`src/rtl/charger_pkg.sv`:
```
package charger_pkg;

	// ==========================================================
	// Clock and timing
	localparam int unsigned CLK_MHZ = 25;
	localparam int unsigned CLK_HZ = CLK_MHZ * 1000000;
	// Least settling time of the divider before a comparator sample.
	localparam int unsigned THERM_SETTLE_NS = 2000;
	localparam int unsigned THERM_SETTLE_CYC = (THERM_SETTLE_NS * CLK_MHZ + 999) / 1000;
	// Bit period of the modulator in low-current mode.
	localparam int unsigned LOW_BIT_MS = 45;
	localparam int unsigned LOW_BIT_CYC = (CLK_HZ / 1000) * LOW_BIT_MS;

	// ==========================================================
	// Register map, byte offsets
	localparam logic [7:0] OFF_CURRENT = 8'h00;
	localparam logic [7:0] OFF_VOLTAGE = 8'h04;
	localparam logic [7:0] OFF_CONTROL = 8'h08;
	localparam logic [7:0] OFF_STATUS = 8'h0C;
	localparam int unsigned CTRL_WAKE_BIT = 0;
	localparam int unsigned CTRL_INHIBIT_BIT = 1;
	localparam int unsigned CTRL_ALERT_CLR_BIT = 2;
	localparam logic [15:0] CURRENT_RESET = 16'h0000;
	localparam logic [15:0] VOLTAGE_RESET = 16'h0000;

	// ==========================================================
	// Strap thresholds as 8-bit fractions of the logic supply
	localparam logic [7:0] LVL_009 = 8'h17;
	localparam logic [7:0] LVL_017 = 8'h2C;
	localparam logic [7:0] LVL_034 = 8'h57;
	localparam logic [7:0] LVL_042 = 8'h6C;
	localparam logic [7:0] LVL_059 = 8'h97;
	localparam logic [7:0] LVL_066 = 8'hA9;
	localparam logic [7:0] LVL_084 = 8'hD7;
	localparam logic [7:0] LVL_091 = 8'hE9;

	// ==========================================================
	// Current and voltage scaling
	localparam logic [15:0] CUR_FS_BASE_MA = 16'h03FF;
	localparam logic [15:0] WAKE_MA = 16'h0050;
	localparam logic [9:0] LOW_CODE = 10'h040;
	localparam logic [11:0] DS_MOD = 12'h4FF;
	localparam logic [15:0] VREF_MV = 16'h09A1;
	localparam logic [4:0][15:0] VMAX_MV = {16'h8000, 16'h5240, 16'h41E0, 16'h3160, 16'h20F0};
	localparam logic [4:0][2:0] VSTEP_SH = {3'h5, 3'h5, 3'h5, 3'h4, 3'h4};

	// ==========================================================
	// Types
	typedef enum logic [1:0]
	{
		CUR_R1023 = 2'b00,
		CUR_R2046 = 2'b01,
		CUR_R4092 = 2'b10,
		CUR_R8184 = 2'b11
	} cur_range_t;

	typedef enum logic [2:0]
	{
		VOLT_R8432 = 3'b000,
		VOLT_R12640 = 3'b001,
		VOLT_R16864 = 3'b010,
		VOLT_R21056 = 3'b011,
		VOLT_R32768 = 3'b100
	} volt_range_t;

	typedef enum logic [1:0]
	{
		TH_OVERRANGE = 2'b00,
		TH_RANGE = 2'b01,
		TH_UNDER = 2'b10
	} therm_state_t;

	typedef struct packed
	{
		logic overrange;
		logic underrange;
		logic hot;
		logic cold;
		logic battery;
	} therm_flags_t;

	typedef struct packed
	{
		logic overrange;
		logic cold;
		logic hot;
		logic underrange;
	} therm_cmp_t;

	typedef struct packed
	{
		logic psel;
		logic penable;
		logic pwrite;
		logic [7:0] paddr;
		logic [31:0] pwdata;
	} apb_req_t;

endpackage

```
`src/rtl/charger_limit_and_dac_control.sv`:
```
`timescale 1ns/10ps

module charger_limit_and_dac_control #(
	parameter int unsigned LOW_BIT_CYCLES = charger_pkg::LOW_BIT_CYC
)(
	input wire logic clock,
	input wire logic rst_b,
	input wire charger_pkg::apb_req_t apb_req,
	output logic [31:0] prdata,
	output logic pready,
	output logic pslverr,
	input wire logic adapter_present_flag,
	input wire charger_pkg::therm_cmp_t therm_cmp,
	input wire logic [7:0] current_scale_pin,
	input wire logic [7:0] voltage_limit_level,
	output logic range_switch_on,
	output logic under_switch_on,
	output logic [15:0] voltage_dac,
	output logic current_dac_switch,
	output logic charge_enable_out,
	output logic host_alert_n
);
	import charger_pkg::*;

	localparam int unsigned TMR_W = $clog2(LOW_BIT_CYCLES + 1);
	localparam int unsigned SET_W = $clog2(THERM_SETTLE_CYC + 1);

	logic [15:0] req_cur_ff;
	logic [15:0] req_volt_ff;
	logic wake_ff;
	logic inhibit_ff;
	logic adapter_ff;
	cur_range_t cur_range_ff;
	volt_range_t volt_range_ff;
	therm_state_t th_state_ff;
	therm_state_t nxt_th_state;
	logic [SET_W-1:0] settle_ff;
	therm_flags_t flags_ff;
	therm_flags_t nxt_flags;
	logic refresh_req_ff;
	logic refresh_run_ff;
	logic refresh_done_ff;
	logic volt_over_ff;
	logic alert_ff;
	logic [10:0] acc_ff;
	logic ds_bit_ff;
	logic [TMR_W-1:0] bit_tmr_ff;
	logic [2:0] pwm_ff;
	logic [31:0] prdata_ff;
	logic pready_ff;
	logic pslverr_ff;
	logic range_sw_ff;
	logic under_sw_ff;
	logic [15:0] vdac_ff;
	logic dac_sw_ff;
	logic chg_en_ff;
	logic alert_n_ff;

	// ==========================================================
	// Register bus decode
	// Answers come from flops, so a plain access takes one wait cycle.
	wire access = apb_req.psel && apb_req.penable;
	wire setup = apb_req.psel && !apb_req.penable;
	wire hit_cur = apb_req.paddr == OFF_CURRENT;
	wire hit_volt = apb_req.paddr == OFF_VOLTAGE;
	wire hit_ctrl = apb_req.paddr == OFF_CONTROL;
	wire hit_stat = apb_req.paddr == OFF_STATUS;
	wire mapped = hit_cur || hit_volt || hit_ctrl || hit_stat;
	wire stat_read = !apb_req.pwrite && hit_stat;
	// A status read is held until a pass started after its setup has finished.
	wire may_answer = !stat_read || refresh_done_ff;
	wire nxt_pready = access && !pready_ff && may_answer;
	wire xfer_done = access && pready_ff;
	wire wr_done = xfer_done && apb_req.pwrite && mapped;
	wire alert_clr = wr_done && hit_ctrl && apb_req.pwdata[CTRL_ALERT_CLR_BIT];
	wire [31:0] stat_word = {19'h00000, volt_range_ff, cur_range_ff, alert_ff, volt_over_ff,
		adapter_ff, flags_ff.battery, flags_ff.overrange, flags_ff.cold, flags_ff.hot,
		flags_ff.underrange};
	wire [31:0] rd_word = hit_cur ? {16'h0000, req_cur_ff} :
		hit_volt ? {16'h0000, req_volt_ff} :
		hit_ctrl ? {30'h00000000, inhibit_ff, wake_ff} :
		hit_stat ? stat_word : 32'h00000000;

	// ==========================================================
	// Strap decode
	// Levels between bands keep the last range, which gives noise immunity.
	wire [7:0] il = current_scale_pin;
	wire [7:0] vl = voltage_limit_level;
	cur_range_t nxt_cur_range;
	volt_range_t nxt_volt_range;
	assign nxt_cur_range = (il < LVL_009) ? CUR_R1023 :
		(il > LVL_017 && il < LVL_034) ? CUR_R2046 :
		(il > LVL_042 && il < LVL_059) ? CUR_R4092 :
		(il > LVL_066) ? CUR_R8184 : cur_range_ff;
	assign nxt_volt_range = (vl < LVL_009) ? VOLT_R8432 :
		(vl > LVL_017 && vl < LVL_034) ? VOLT_R12640 :
		(vl > LVL_042 && vl < LVL_059) ? VOLT_R16864 :
		(vl > LVL_066 && vl < LVL_084) ? VOLT_R21056 :
		(vl > LVL_091) ? VOLT_R32768 : volt_range_ff;

	// ==========================================================
	// Voltage path
	wire [15:0] vmax_mv = VMAX_MV[volt_range_ff];
	wire [2:0] vstep_sh = VSTEP_SH[volt_range_ff];
	wire volt_over = req_volt_ff > vmax_mv;
	wire volt_below = req_volt_ff < VREF_MV;
	wire [15:0] volt_target = volt_over ? vmax_mv : req_volt_ff;
	wire [15:0] volt_offset = volt_target - VREF_MV;
	wire [15:0] step_mask = (16'h0001 << vstep_sh) - 16'h0001;
	wire [15:0] nxt_vdac = volt_below ? 16'h0000 : (volt_offset & ~step_mask);
	// Charge enable also drops without the adapter.
	wire nxt_chg_en = adapter_ff && !inhibit_ff && (req_volt_ff != 16'h0000);

	// ==========================================================
	// Current path
	wire [15:0] cur_fs_ma = CUR_FS_BASE_MA << cur_range_ff;
	wire [15:0] cur_clamped = (req_cur_ff >= cur_fs_ma) ? cur_fs_ma : req_cur_ff;
	wire [15:0] cur_steps = cur_clamped >> cur_range_ff;
	wire [15:0] wake_steps = WAKE_MA >> cur_range_ff;
	wire [9:0] ds_code = wake_ff ? wake_steps[9:0] : cur_steps[9:0];
	wire low_mode = ds_code < LOW_CODE;
	// Low mode feeds eight times the code so that the 1/8 gate averages to the request.
	wire [10:0] ds_in = low_mode ? {ds_code[7:0], 3'b000} : {1'b0, ds_code};
	wire [11:0] ds_sum = {1'b0, acc_ff} + {1'b0, ds_in};
	wire ds_carry = ds_sum >= DS_MOD;
	wire [11:0] ds_rem = ds_carry ? (ds_sum - DS_MOD) : ds_sum;
	wire tmr_zero = bit_tmr_ff == '0;
	wire ds_step = !low_mode || tmr_zero;
	wire pwm_pulse = pwm_ff == 3'b000;
	wire nxt_dac_sw = low_mode ? (ds_bit_ff && pwm_pulse) : ds_bit_ff;

	// ==========================================================
	// Thermistor sensing
	// The settle counter restarts on each state change before a sample is taken.
	wire settled = settle_ff == SET_W'(THERM_SETTLE_CYC - 1);
	wire full_mode = adapter_ff || refresh_run_ff;
	wire pass_start = (th_state_ff == TH_OVERRANGE) && (settle_ff == '0);
	wire pass_end = settled && ((th_state_ff == TH_OVERRANGE && (therm_cmp.overrange ||
		!full_mode)) || (th_state_ff == TH_RANGE && !therm_cmp.hot) ||
		th_state_ff == TH_UNDER);
	wire nxt_battery = nxt_flags.battery;
	wire presence_event = (adapter_present_flag != adapter_ff) ||
		(nxt_battery != flags_ff.battery);
	wire nxt_alert = presence_event || (alert_ff && !alert_clr);

	always_comb
	begin
		nxt_th_state = th_state_ff;
		nxt_flags = flags_ff;
		if (settled)
		begin
			unique case (th_state_ff)
				TH_OVERRANGE:
				begin
					nxt_flags.overrange = therm_cmp.overrange;
					nxt_flags.battery = !therm_cmp.overrange;
					if (therm_cmp.overrange)
					begin
						nxt_flags.cold = 1'b1;
						nxt_flags.hot = 1'b0;
						nxt_flags.underrange = 1'b0;
					end
					else if (full_mode)
						nxt_th_state = TH_RANGE;
				end
				TH_RANGE:
				begin
					nxt_flags.cold = therm_cmp.cold;
					nxt_flags.hot = therm_cmp.hot;
					nxt_flags.underrange = 1'b0;
					nxt_th_state = therm_cmp.hot ? TH_UNDER : TH_OVERRANGE;
				end
				TH_UNDER:
				begin
					nxt_flags.underrange = therm_cmp.underrange;
					nxt_th_state = TH_OVERRANGE;
				end
				default:
					nxt_th_state = TH_OVERRANGE;
			endcase
		end
	end

	// Sensing state, settling and the read-triggered refresh.
	always_ff @(posedge clock)
	begin
		if (!rst_b)
		begin
			th_state_ff <= TH_OVERRANGE;
			settle_ff <= '0;
			flags_ff <= '0;
			refresh_req_ff <= 1'b0;
			refresh_run_ff <= 1'b0;
			refresh_done_ff <= 1'b0;
		end
		else
		begin
			th_state_ff <= nxt_th_state;
			settle_ff <= settled ? '0 : settle_ff + SET_W'(1);
			flags_ff <= nxt_flags;
			refresh_req_ff <= (setup && stat_read) || (refresh_req_ff && !xfer_done);
			refresh_run_ff <= (pass_start && refresh_req_ff && !refresh_done_ff) ||
				(refresh_run_ff && !pass_end);
			refresh_done_ff <= (refresh_run_ff && pass_end) ||
				(refresh_done_ff && !xfer_done);
		end
	end

	// ==========================================================
	// Software registers and strap holding
	always_ff @(posedge clock)
	begin
		if (!rst_b)
		begin
			req_cur_ff <= CURRENT_RESET;
			req_volt_ff <= VOLTAGE_RESET;
			wake_ff <= 1'b0;
			inhibit_ff <= 1'b0;
			adapter_ff <= 1'b0;
			cur_range_ff <= CUR_R1023;
			volt_range_ff <= VOLT_R8432;
			volt_over_ff <= 1'b0;
			alert_ff <= 1'b0;
		end
		else
		begin
			if (wr_done && hit_cur)
				req_cur_ff <= apb_req.pwdata[15:0];
			if (wr_done && hit_volt)
				req_volt_ff <= apb_req.pwdata[15:0];
			if (wr_done && hit_ctrl)
			begin
				wake_ff <= apb_req.pwdata[CTRL_WAKE_BIT];
				inhibit_ff <= apb_req.pwdata[CTRL_INHIBIT_BIT];
			end
			adapter_ff <= adapter_present_flag;
			cur_range_ff <= nxt_cur_range;
			volt_range_ff <= nxt_volt_range;
			volt_over_ff <= volt_over;
			alert_ff <= nxt_alert;
		end
	end

	// ==========================================================
	// Delta-sigma modulator
	// Modulus 1279 against a 1023 code caps the ones density at 80 percent.
	always_ff @(posedge clock)
	begin
		if (!rst_b)
		begin
			acc_ff <= '0;
			ds_bit_ff <= 1'b0;
			bit_tmr_ff <= '0;
			pwm_ff <= 3'b000;
		end
		else
		begin
			if (ds_step)
			begin
				acc_ff <= ds_rem[10:0];
				ds_bit_ff <= ds_carry;
			end
			bit_tmr_ff <= (tmr_zero || !low_mode) ? TMR_W'(LOW_BIT_CYCLES - 1) :
				bit_tmr_ff - TMR_W'(1);
			pwm_ff <= pwm_ff + 3'b001;
		end
	end

	// ==========================================================
	// Output and bus answer flops
	always_ff @(posedge clock)
	begin
		if (!rst_b)
		begin
			prdata_ff <= 32'h00000000;
			pready_ff <= 1'b0;
			pslverr_ff <= 1'b0;
			range_sw_ff <= 1'b0;
			under_sw_ff <= 1'b0;
			vdac_ff <= 16'h0000;
			dac_sw_ff <= 1'b0;
			chg_en_ff <= 1'b0;
			alert_n_ff <= 1'b1;
		end
		else
		begin
			pready_ff <= nxt_pready;
			prdata_ff <= nxt_pready ? rd_word : prdata_ff;
			pslverr_ff <= nxt_pready && !mapped;
			range_sw_ff <= nxt_th_state == TH_RANGE;
			under_sw_ff <= nxt_th_state == TH_UNDER;
			vdac_ff <= nxt_vdac;
			dac_sw_ff <= nxt_dac_sw;
			chg_en_ff <= nxt_chg_en;
			alert_n_ff <= !nxt_alert;
		end
	end

	assign prdata = prdata_ff;
	assign pready = pready_ff;
	assign pslverr = pslverr_ff;
	assign range_switch_on = range_sw_ff;
	assign under_switch_on = under_sw_ff;
	assign voltage_dac = vdac_ff;
	assign current_dac_switch = dac_sw_ff;
	assign charge_enable_out = chg_en_ff;
	assign host_alert_n = alert_n_ff;

	// ==========================================================
	// Assertions
	a_lowpower_or_only: assert property (@(posedge clock) disable iff (!rst_b)
		(!full_mode && th_state_ff == TH_OVERRANGE) |=> th_state_ff == TH_OVERRANGE)
		else $error("range sensing ran in low power mode");
	a_refresh_on_read: assert property (@(posedge clock) disable iff (!rst_b)
		(setup && stat_read) |=> refresh_req_ff)
		else $error("status read did not request a refresh");
	a_range_after_or: assert property (@(posedge clock) disable iff (!rst_b)
		range_switch_on |-> (!flags_ff.overrange && th_state_ff == TH_RANGE))
		else $error("range switch on without low overrange");
	a_under_after_hot: assert property (@(posedge clock) disable iff (!rst_b)
		under_switch_on |-> flags_ff.hot)
		else $error("underrange sensing without hot");
	a_alert_on_change: assert property (@(posedge clock) disable iff (!rst_b)
		($changed(adapter_ff) || $changed(flags_ff.battery)) |-> !host_alert_n)
		else $error("presence change did not raise alert");
	a_vdac_zero_low: assert property (@(posedge clock) disable iff (!rst_b)
		volt_below |=> voltage_dac == 16'h0000)
		else $error("voltage below reference not zeroed");
	a_volt_clamp_flag: assert property (@(posedge clock) disable iff (!rst_b)
		volt_over |=> (volt_over_ff &&
			voltage_dac == (($past(vmax_mv) - VREF_MV) & ~$past(step_mask))))
		else $error("over-limit voltage not clamped");
	a_charge_enable_out_zero_volt: assert property (@(posedge clock) disable iff (!rst_b)
		(req_volt_ff == 16'h0000) |=> !charge_enable_out)
		else $error("charge enabled with zero voltage");
	a_low_pwm_gate: assert property (@(posedge clock) disable iff (!rst_b)
		(low_mode && pwm_ff != 3'b000) |=> !current_dac_switch)
		else $error("low mode switch outside pulse slot");
	a_low_bit_rate: assert property (@(posedge clock) disable iff (!rst_b)
		(low_mode && !tmr_zero) |=> $stable(ds_bit_ff))
		else $error("modulator stepped early in low mode");
	a_ds_max_duty: assert property (@(posedge clock) disable iff (!rst_b)
		(ds_bit_ff && !low_mode)[*4] |=> !ds_bit_ff)
		else $error("modulator exceeded its duty limit");

endmodule

```
`config.mk`:
```
export PLATFORM = sky130hd
export DESIGN_NAME = charger_limit_and_dac_control
export DESIGN_NICKNAME = d
export VERILOG_FILES = /design/src/rtl/charger_pkg.sv /design/src/rtl/charger_limit_and_dac_control.sv
export SDC_FILE = /design/constraint.sdc
export NUM_CORES = 1
export LEC_CHECK = 0
export BUFFER_PORTS_ARGS = -buffer_cell sky130_fd_sc_hd__buf_2
export CORE_ASPECT_RATIO = 1.4
export CORE_MARGIN = 1.5
export CORE_UTILIZATION = 52
export CTS_CLUSTER_DIAMETER = 50
export CTS_CLUSTER_SIZE = 14
export DETAILED_ROUTE_END_ITERATION = 7
export PLACE_DENSITY = 0.77
export SYNTH_ARGS = -nofsm -noshare
export SYNTH_HDL_FRONTEND = slang
export SYNTH_SLANG_ARGS = --single-unit
export TNS_END_PERCENT = 100
```
`constraint.sdc`:
```
create_clock -name clock -period 5.4 [get_ports clock]
set_input_delay 0.27 -clock clock [delete_from_list [all_inputs] [get_ports clock]]
set_output_delay 0.27 -clock clock [all_outputs]
set_load 0.01 [all_outputs]
```
---- Word level (Yosys, flattened, before mapping) ----
Memories as Yosys holds them, arrays and structs flattened.
Cells that the tools add are included.
operators by class
  divide/modulo/power cells ............... 0
  $mul .................................... 0
  reductions and logical operators ........ 85
  shift-type cells ........................ 4
  add/subtract/negate cells ............... 7
  $lt $le $gt $ge ......................... 20
  bitwise operators ....................... 3
  mux-type cells .......................... 30
  eq/ne operators ......................... 11
operator list
  cell                     number
  $mux W16                 5
  $logic_and A1 B1 Y1      33
  $mux W13                 2
  $gt A8 B8 Y1 const B     3
  $lt A8 B8 Y1 const B     3
  $mux W11                 2
  $logic_not A21 Y1        1
  $mux W21                 1
  $sub A21 B1 Y21 const B  1
  $mux W2                  9
  $and A16 B16 Y16         1
  $eq A8 B4 Y1 const B     2
  $ge A16 B16 Y1           1
  $gt A16 B16 Y1           1
  $gt A8 B6 Y1 const B     2
  $gt A8 B7 Y1 const B     2
  $lt A16 B12 Y1 const B   1
  $lt A8 B5 Y1 const B     2
  $lt A8 B7 Y1 const B     2
  $not A16 Y16             1
  $reduce_bool A16 Y1      1
  $shl A1 B3 Y16 const A   1
  $shl A10 B2 Y16 const A  1
  $shr A16 B2 Y10          1
  other kinds (36)         81
storage, ports and cells
  RAM bits ................................ 0
  bits in registers ....................... 149
  memory bits (read-only) ................. 152
  memories kept ........................... 2
  word-level logic and storage cells ...... 198
  latch bits .............................. 0
  input port bits ......................... 66
  output and inout port bits .............. 55
memories
  memory            words  bits a word  rd ports  clocked after memory_dff  wr ports  RTL line                              text
  (name not given)  8      16           1         0                         0         charger_limit_and_dac_control.sv:103  wire [15:0] vmax_mv = VMAX_MV[volt_range_ff];
  (name not given)  8      3            1         0                         0         charger_limit_and_dac_control.sv:104  wire [2:0] vstep_sh = VSTEP_SH[volt_range_ff];

---- Longest topological paths before layout ----
  depth in word-level cells ............... 11
  depth in mapped cells ................... 26
  depth with buffers taken out ............ 22

---- Worst setup path after synthesis ----
No wires, ideal clock.
  path type ............................... flip-flop to flip-flop
  from .................................... register cur_range_ff[0]
  to ...................................... register acc_ff[0]
  period minus slack after synthesis ...... 5.836 ns
  setup time .............................. 0.118 ns
  data arrival time ....................... 5.718 ns
  cell stages (with the launch flop) ...... 27
  path buffers ............................ 4
  slack ................................... -0.436 ns
  data required time ...................... 5.282 ns
  cells stage by stage .................... dfxtp_1 > clkbuf_1 > buf_1 > clkbuf_1 > nand2_1 > inv_1 > ha_1 > a21oi_1 > o21ai_0 > a41oi_1 > a21oi_1 > a211oi_1 > buf_2 > nor3_1 > ha_1 > inv_1 > fa_1 > inv_1 > ha_1 > inv_1 > a2111oi_0 > o2111ai_1 > or4_1 > nand4_2 > and2_1 > xnor2_1 > o2bb2ai_1
between the ends
  word-level cells in the longest chain between the ends .. 10
  elaborated cells between the ends (all ways) .. 14
  those cells by class .................... add/sub (2); order compare (3); shift (3); mux (4); reduce/logical (2)
ends and longest elaborated chain
  item                                                RTL line                                                                    text
  from (decl)                                         charger_limit_and_dac_control.sv:33                                         cur_range_t cur_range_ff;
  from (signal assigned)                              charger_limit_and_dac_control.sv:237                                        cur_range_ff <= nxt_cur_range;
  $shl A10 B2 Y16                                     charger_limit_and_dac_control.sv:116                                        wire [15:0] cur_fs_ma = CUR_FS_BASE_MA << cur_range_ff;
  $ge A16 B16 Y1                                      charger_limit_and_dac_control.sv:117                                        wire [15:0] cur_clamped = (req_cur_ff >= cur_fs_ma) ? cur_fs_ma : req_cur_ff;
  $mux W16                                            charger_limit_and_dac_control.sv:117
  $shr A16 B2 Y10                                     charger_limit_and_dac_control.sv:118                                        wire [15:0] cur_steps = cur_clamped >> cur_range_ff;
  $mux W10 (*)                                        charger_limit_and_dac_control.sv:120                                        wire [9:0] ds_code = wake_ff ? wake_steps[9:0] : cur_steps[9:0];
  $lt A10 B7 Y1                                       charger_limit_and_dac_control.sv:121                                        wire low_mode = ds_code < LOW_CODE;
  $mux W11                                            charger_limit_and_dac_control.sv:123                                        wire [10:0] ds_in = low_mode ? {ds_code[7:0], 3'b000} : {1'b0, ds_code};
  $add A11 B11 Y12                                    charger_limit_and_dac_control.sv:124                                        wire [11:0] ds_sum = {1'b0, acc_ff} + {1'b0, ds_in};
  $sub A11 B11 Y11 or $ge A12 B11 Y1 (tied branches)  charger_limit_and_dac_control.sv:126, charger_limit_and_dac_control.sv:125
  $mux W11                                            charger_limit_and_dac_control.sv:126                                        wire [11:0] ds_rem = ds_carry ? (ds_sum - DS_MOD) : ds_sum;
  to (signal assigned)                                charger_limit_and_dac_control.sv:260                                        acc_ff <= ds_rem[10:0];
  to (decl)                                           charger_limit_and_dac_control.sv:45                                         logic [10:0] acc_ff;
Mark *: on every way between the ends. The rest lies on a longest branch, timed or not.
A chain may end at the register's enable or synchronous reset.

---- Worst setup path in the final report ----
  from .................................... register cur_range_ff[1]
  to ...................................... register acc_ff[0]
The elaborated chain is that of the path after synthesis.

==> metrics.txt <==
Final HPWL DP 13.7 mm; fmax ~200 MHz; Reg power frac between 30% and 40%; initial antenna violation count 0; syn_area_per_cell 8.27 um^2; CTS tree built; area delta synth->final 14.9%; top cells by count, synth dfxtp_1 (129), nor2_1 (114), a21oi_1 (79); Fin Hold WS 0.0887 ns; dpl cells approximately 1200; GPL Wtd Cong around 0.90; min-delay worst type in2reg; Switch Pwr approximately 930 uW; global-route wire length before repair about 31 mm; n_diodes 0; RSZ-0062 raised after global routing false; Post-synth ARST share 0%; Rel. slew slack between 40 and 50%; Distinct cells, synth 78; Slew Viols, Final 0; fin crit share approximately 93%; Seq/Total Area, Yosys between 30 and 40%; Yosys top cell by area dfxtp_1; Final setup viols 0; final wirelength 19.0 mm; routed length per instance approximately 16 um; Peak VDD IR 0.000218 V; largest net degree at the start of global routing 78; WP data required around 5.7 ns; CP endpoint kind register; first drt pass iteration count 5; # fillers 1300; CP max FO 12; largest cells by area after synthesis dfxtp_1 (34%), ha_1 (6.1%), nor2_1 (5.6%); Setup TNS 0 ns; postcts setup bufs 0; Layout Nets 1100; GRT overflow 0; most common cell in the netlist dfxtp_1; GRT Util Overall 25.1%; Mapped Area ~7600 um^2; Clk pwr share roughly 38%; layout cells sized above 1 17.6%; Die X approximately 110 um; flops & latches, synth about 130; max-cap violation count 0; Pwr Total about 2.9 mW; PortBufs between 80 and 90; share of the synthesized area in the top cell type between 30 and 40%; htree depth 4; Comb power frac about 24%; clk sinks 129; number of CTS-inserted buffers 17; Core Region about 14000 um^2; Final Hold Fails 0; Critical Path AT 5.32 ns; vias in the first global route about 6700; Synth Flop Type dfxtp_1; PD cells 335 nW/um^2; Ys Warns 0; leakage 3.72 nW; RR Endpoint acc_ff[0]; latest clock arrival within the worst-skew pair roughly 0.42 ns; DR vias roughly 7000; Hold Path End adapter_ff; P_int between 2 and 2.5 mW; Die Y roughly 150 um; Slew @ Worst Pin 0.838 ns; fin crit period between 5 and 6 ns; Post-Layout Cell Count between 1000 and 1500; hold depth 2; DR vias/cell 5.79; r2r startpoint cur_range_ff[1]; FP Rows 52; reg-to-reg slack, setup 0.39 ns; Mapped Cells 922; Register-to-Register Path Depth 22; Starting Density 53.0%; Die ar. around 15000 um^2; number of routed nets with antenna violations 0; hold path startpoint adapter_present_flag; critical path launch point type register; status complete, no violations; Clock Tree Root clkbuf_16; Post-route DRC 0; Reg clk slew, reported paths roughly 0.06 ns; sw frac between 30% and 40%; Ports roughly 120; EDFF count, synth 0; hold_buf cts 0; crit path kind reg2reg; initial DRC count 401; Fin Clk Skew 0.00798 ns; Max Buffers Root-to-Sink 2
[state kept, by name (all words and copies together) (netlist names), 2 cells and up]
| signal | count |
|---|---|
| acc_ff | 11 |
| bit_tmr_ff | 21 |
| cur_range_ff | 2 |
| flags_ff | 5 |
| prdata | 16 |
| pwm_ff | 3 |
| req_cur_ff | 16 |
| req_volt_ff | 16 |
| settle_ff | 6 |
| th_state_ff | 2 |
| volt_range_ff | 3 |
| voltage_dac | 12 |
[worst max-delay path, stage by stage, from the launching register on]
cell       delay (ns)
dfxtp_2          0.43
inv_1            0.13
ha_1             0.31
a21oi_1          0.12
o21ai_0          0.13
a41o_1           0.25
o41a_1           0.34
a211oi_2         0.18
buf_4            0.22
nor3_1           0.08
ha_1             0.21
inv_1            0.07
fa_1             0.45
inv_1            0.09
ha_1             0.18
inv_1            0.05
a2111oi_1        0.26
o2111ai_1        0.22
or4_4            0.59
nand4_4          0.18
and2_1           0.21
xnor2_1          0.13
o2bb2ai_1        0.08
[cell type report]
cell class | instances | area, um^2 | share of cell area (%)
Multi-Input combinational cell | 712 | 4690 | 53.5
Clock buffer | 18 | 439 | 5.01
Sequential cell | 129 | 2580 | 29.5
Inverter | 35 | 131 | 1.50
Tap cell | 189 | 236 | 2.70
Clock inverter | 14 | 131 | 1.50
Timing Repair Buffer | 101 | 556 | 6.34
[power by group through the flow]
stage	sequential [mW]	clock [mW]	combinational, mW
3_5_place_dp	1.14	0	0.700
5_1_grt	1.13	1.16	0.795
4_1_cts	1.12	1.12	0.704
3_3_place_gp	1.14	0	0.683
6_report	1.12	1.11	0.707
2_1_floorplan	1.12	0	0.579
[timing repair]
item / in CTS / in global routing
resized for setup: 0 / 9
endpoints found under the hold margin: 0 / 0
endpoints found under the setup margin: 0 / 12
[placed cells by master, fill, tap and decap left out, types with 27 or more instances in the layout]
| cell type | Yosys | layout |
|---|---|---|
| mux2i_1 | 36 | 36 |
| dfxtp_1 | 129 | 127 |
| nor3_1 | 31 | 31 |
| nand3_1 | 27 | 27 |
| xnor2_1 | 27 | 27 |
| inv_1 | 34 | 33 |
| nand2_1 | 78 | 78 |
| buf_2 | 5 | 84 |
| a21oi_1 | 79 | 79 |
| nor2_1 | 114 | 114 |
| ha_1 | 37 | 37 |
[metal layers]
| layer | up-vias | part of all wire, % | GRT usage (%) |
|---|---|---|---|
| met1 | 3251 | 39 | 26.5 |
| met5 | - | 0 | 0 |
| met2 | 199 | 51 | 45.0 |
| met3 | 67 | 4.4 | 5.22 |
| met4 | 0 | 5.5 | 15.6 |
| li1 | 3416 | - | - |
[worst max path at each step]
stage | from | slack [ns] | end | cells after the start
after CTS | cur_range_ff[1] | 0.14 | acc_ff[0] | 23
after floorplan | cur_range_ff[0] | 0.03 | acc_ff[0] | 26
after detailed placement | cur_range_ff[1] | 0.16 | acc_ff[0] | 23
after global placement | cur_range_ff[1] | 0.26 | acc_ff[0] | 23
final | cur_range_ff[1] | 0.39 | acc_ff[0] | 22
after global routing | cur_range_ff[1] | 0.02 | acc_ff[0] | 22
[per-stage QoR]
step	worst slack (ns)	util, %	area [um^2]
2_1_floorplan	0.0335	-	7720
3_3_place_gp	0.257	56.8	8170
3_5_place_dp	0.156	56.8	8170
5_1_grt	0.0247	61.0	8760
4_1_cts	0.145	60.8	8740
6_report	0.388	61.0	8760
[kinds of logic after synthesis]
kind of cell	after synthesis	synth area share [%]
AND/OR/NAND/NOR	342	21.9
flip-flops	129	33.9
XOR/XNOR	45	5.17
AO/OA/AOI/OAI	216	19.0
adder cells (fa/ha/maj)	38	6.33
buffers and inverters	101	6.28
multiplexers	50	7.38
other	1	0.0492
No activity file was read; power rests on OpenSTA's default activity.
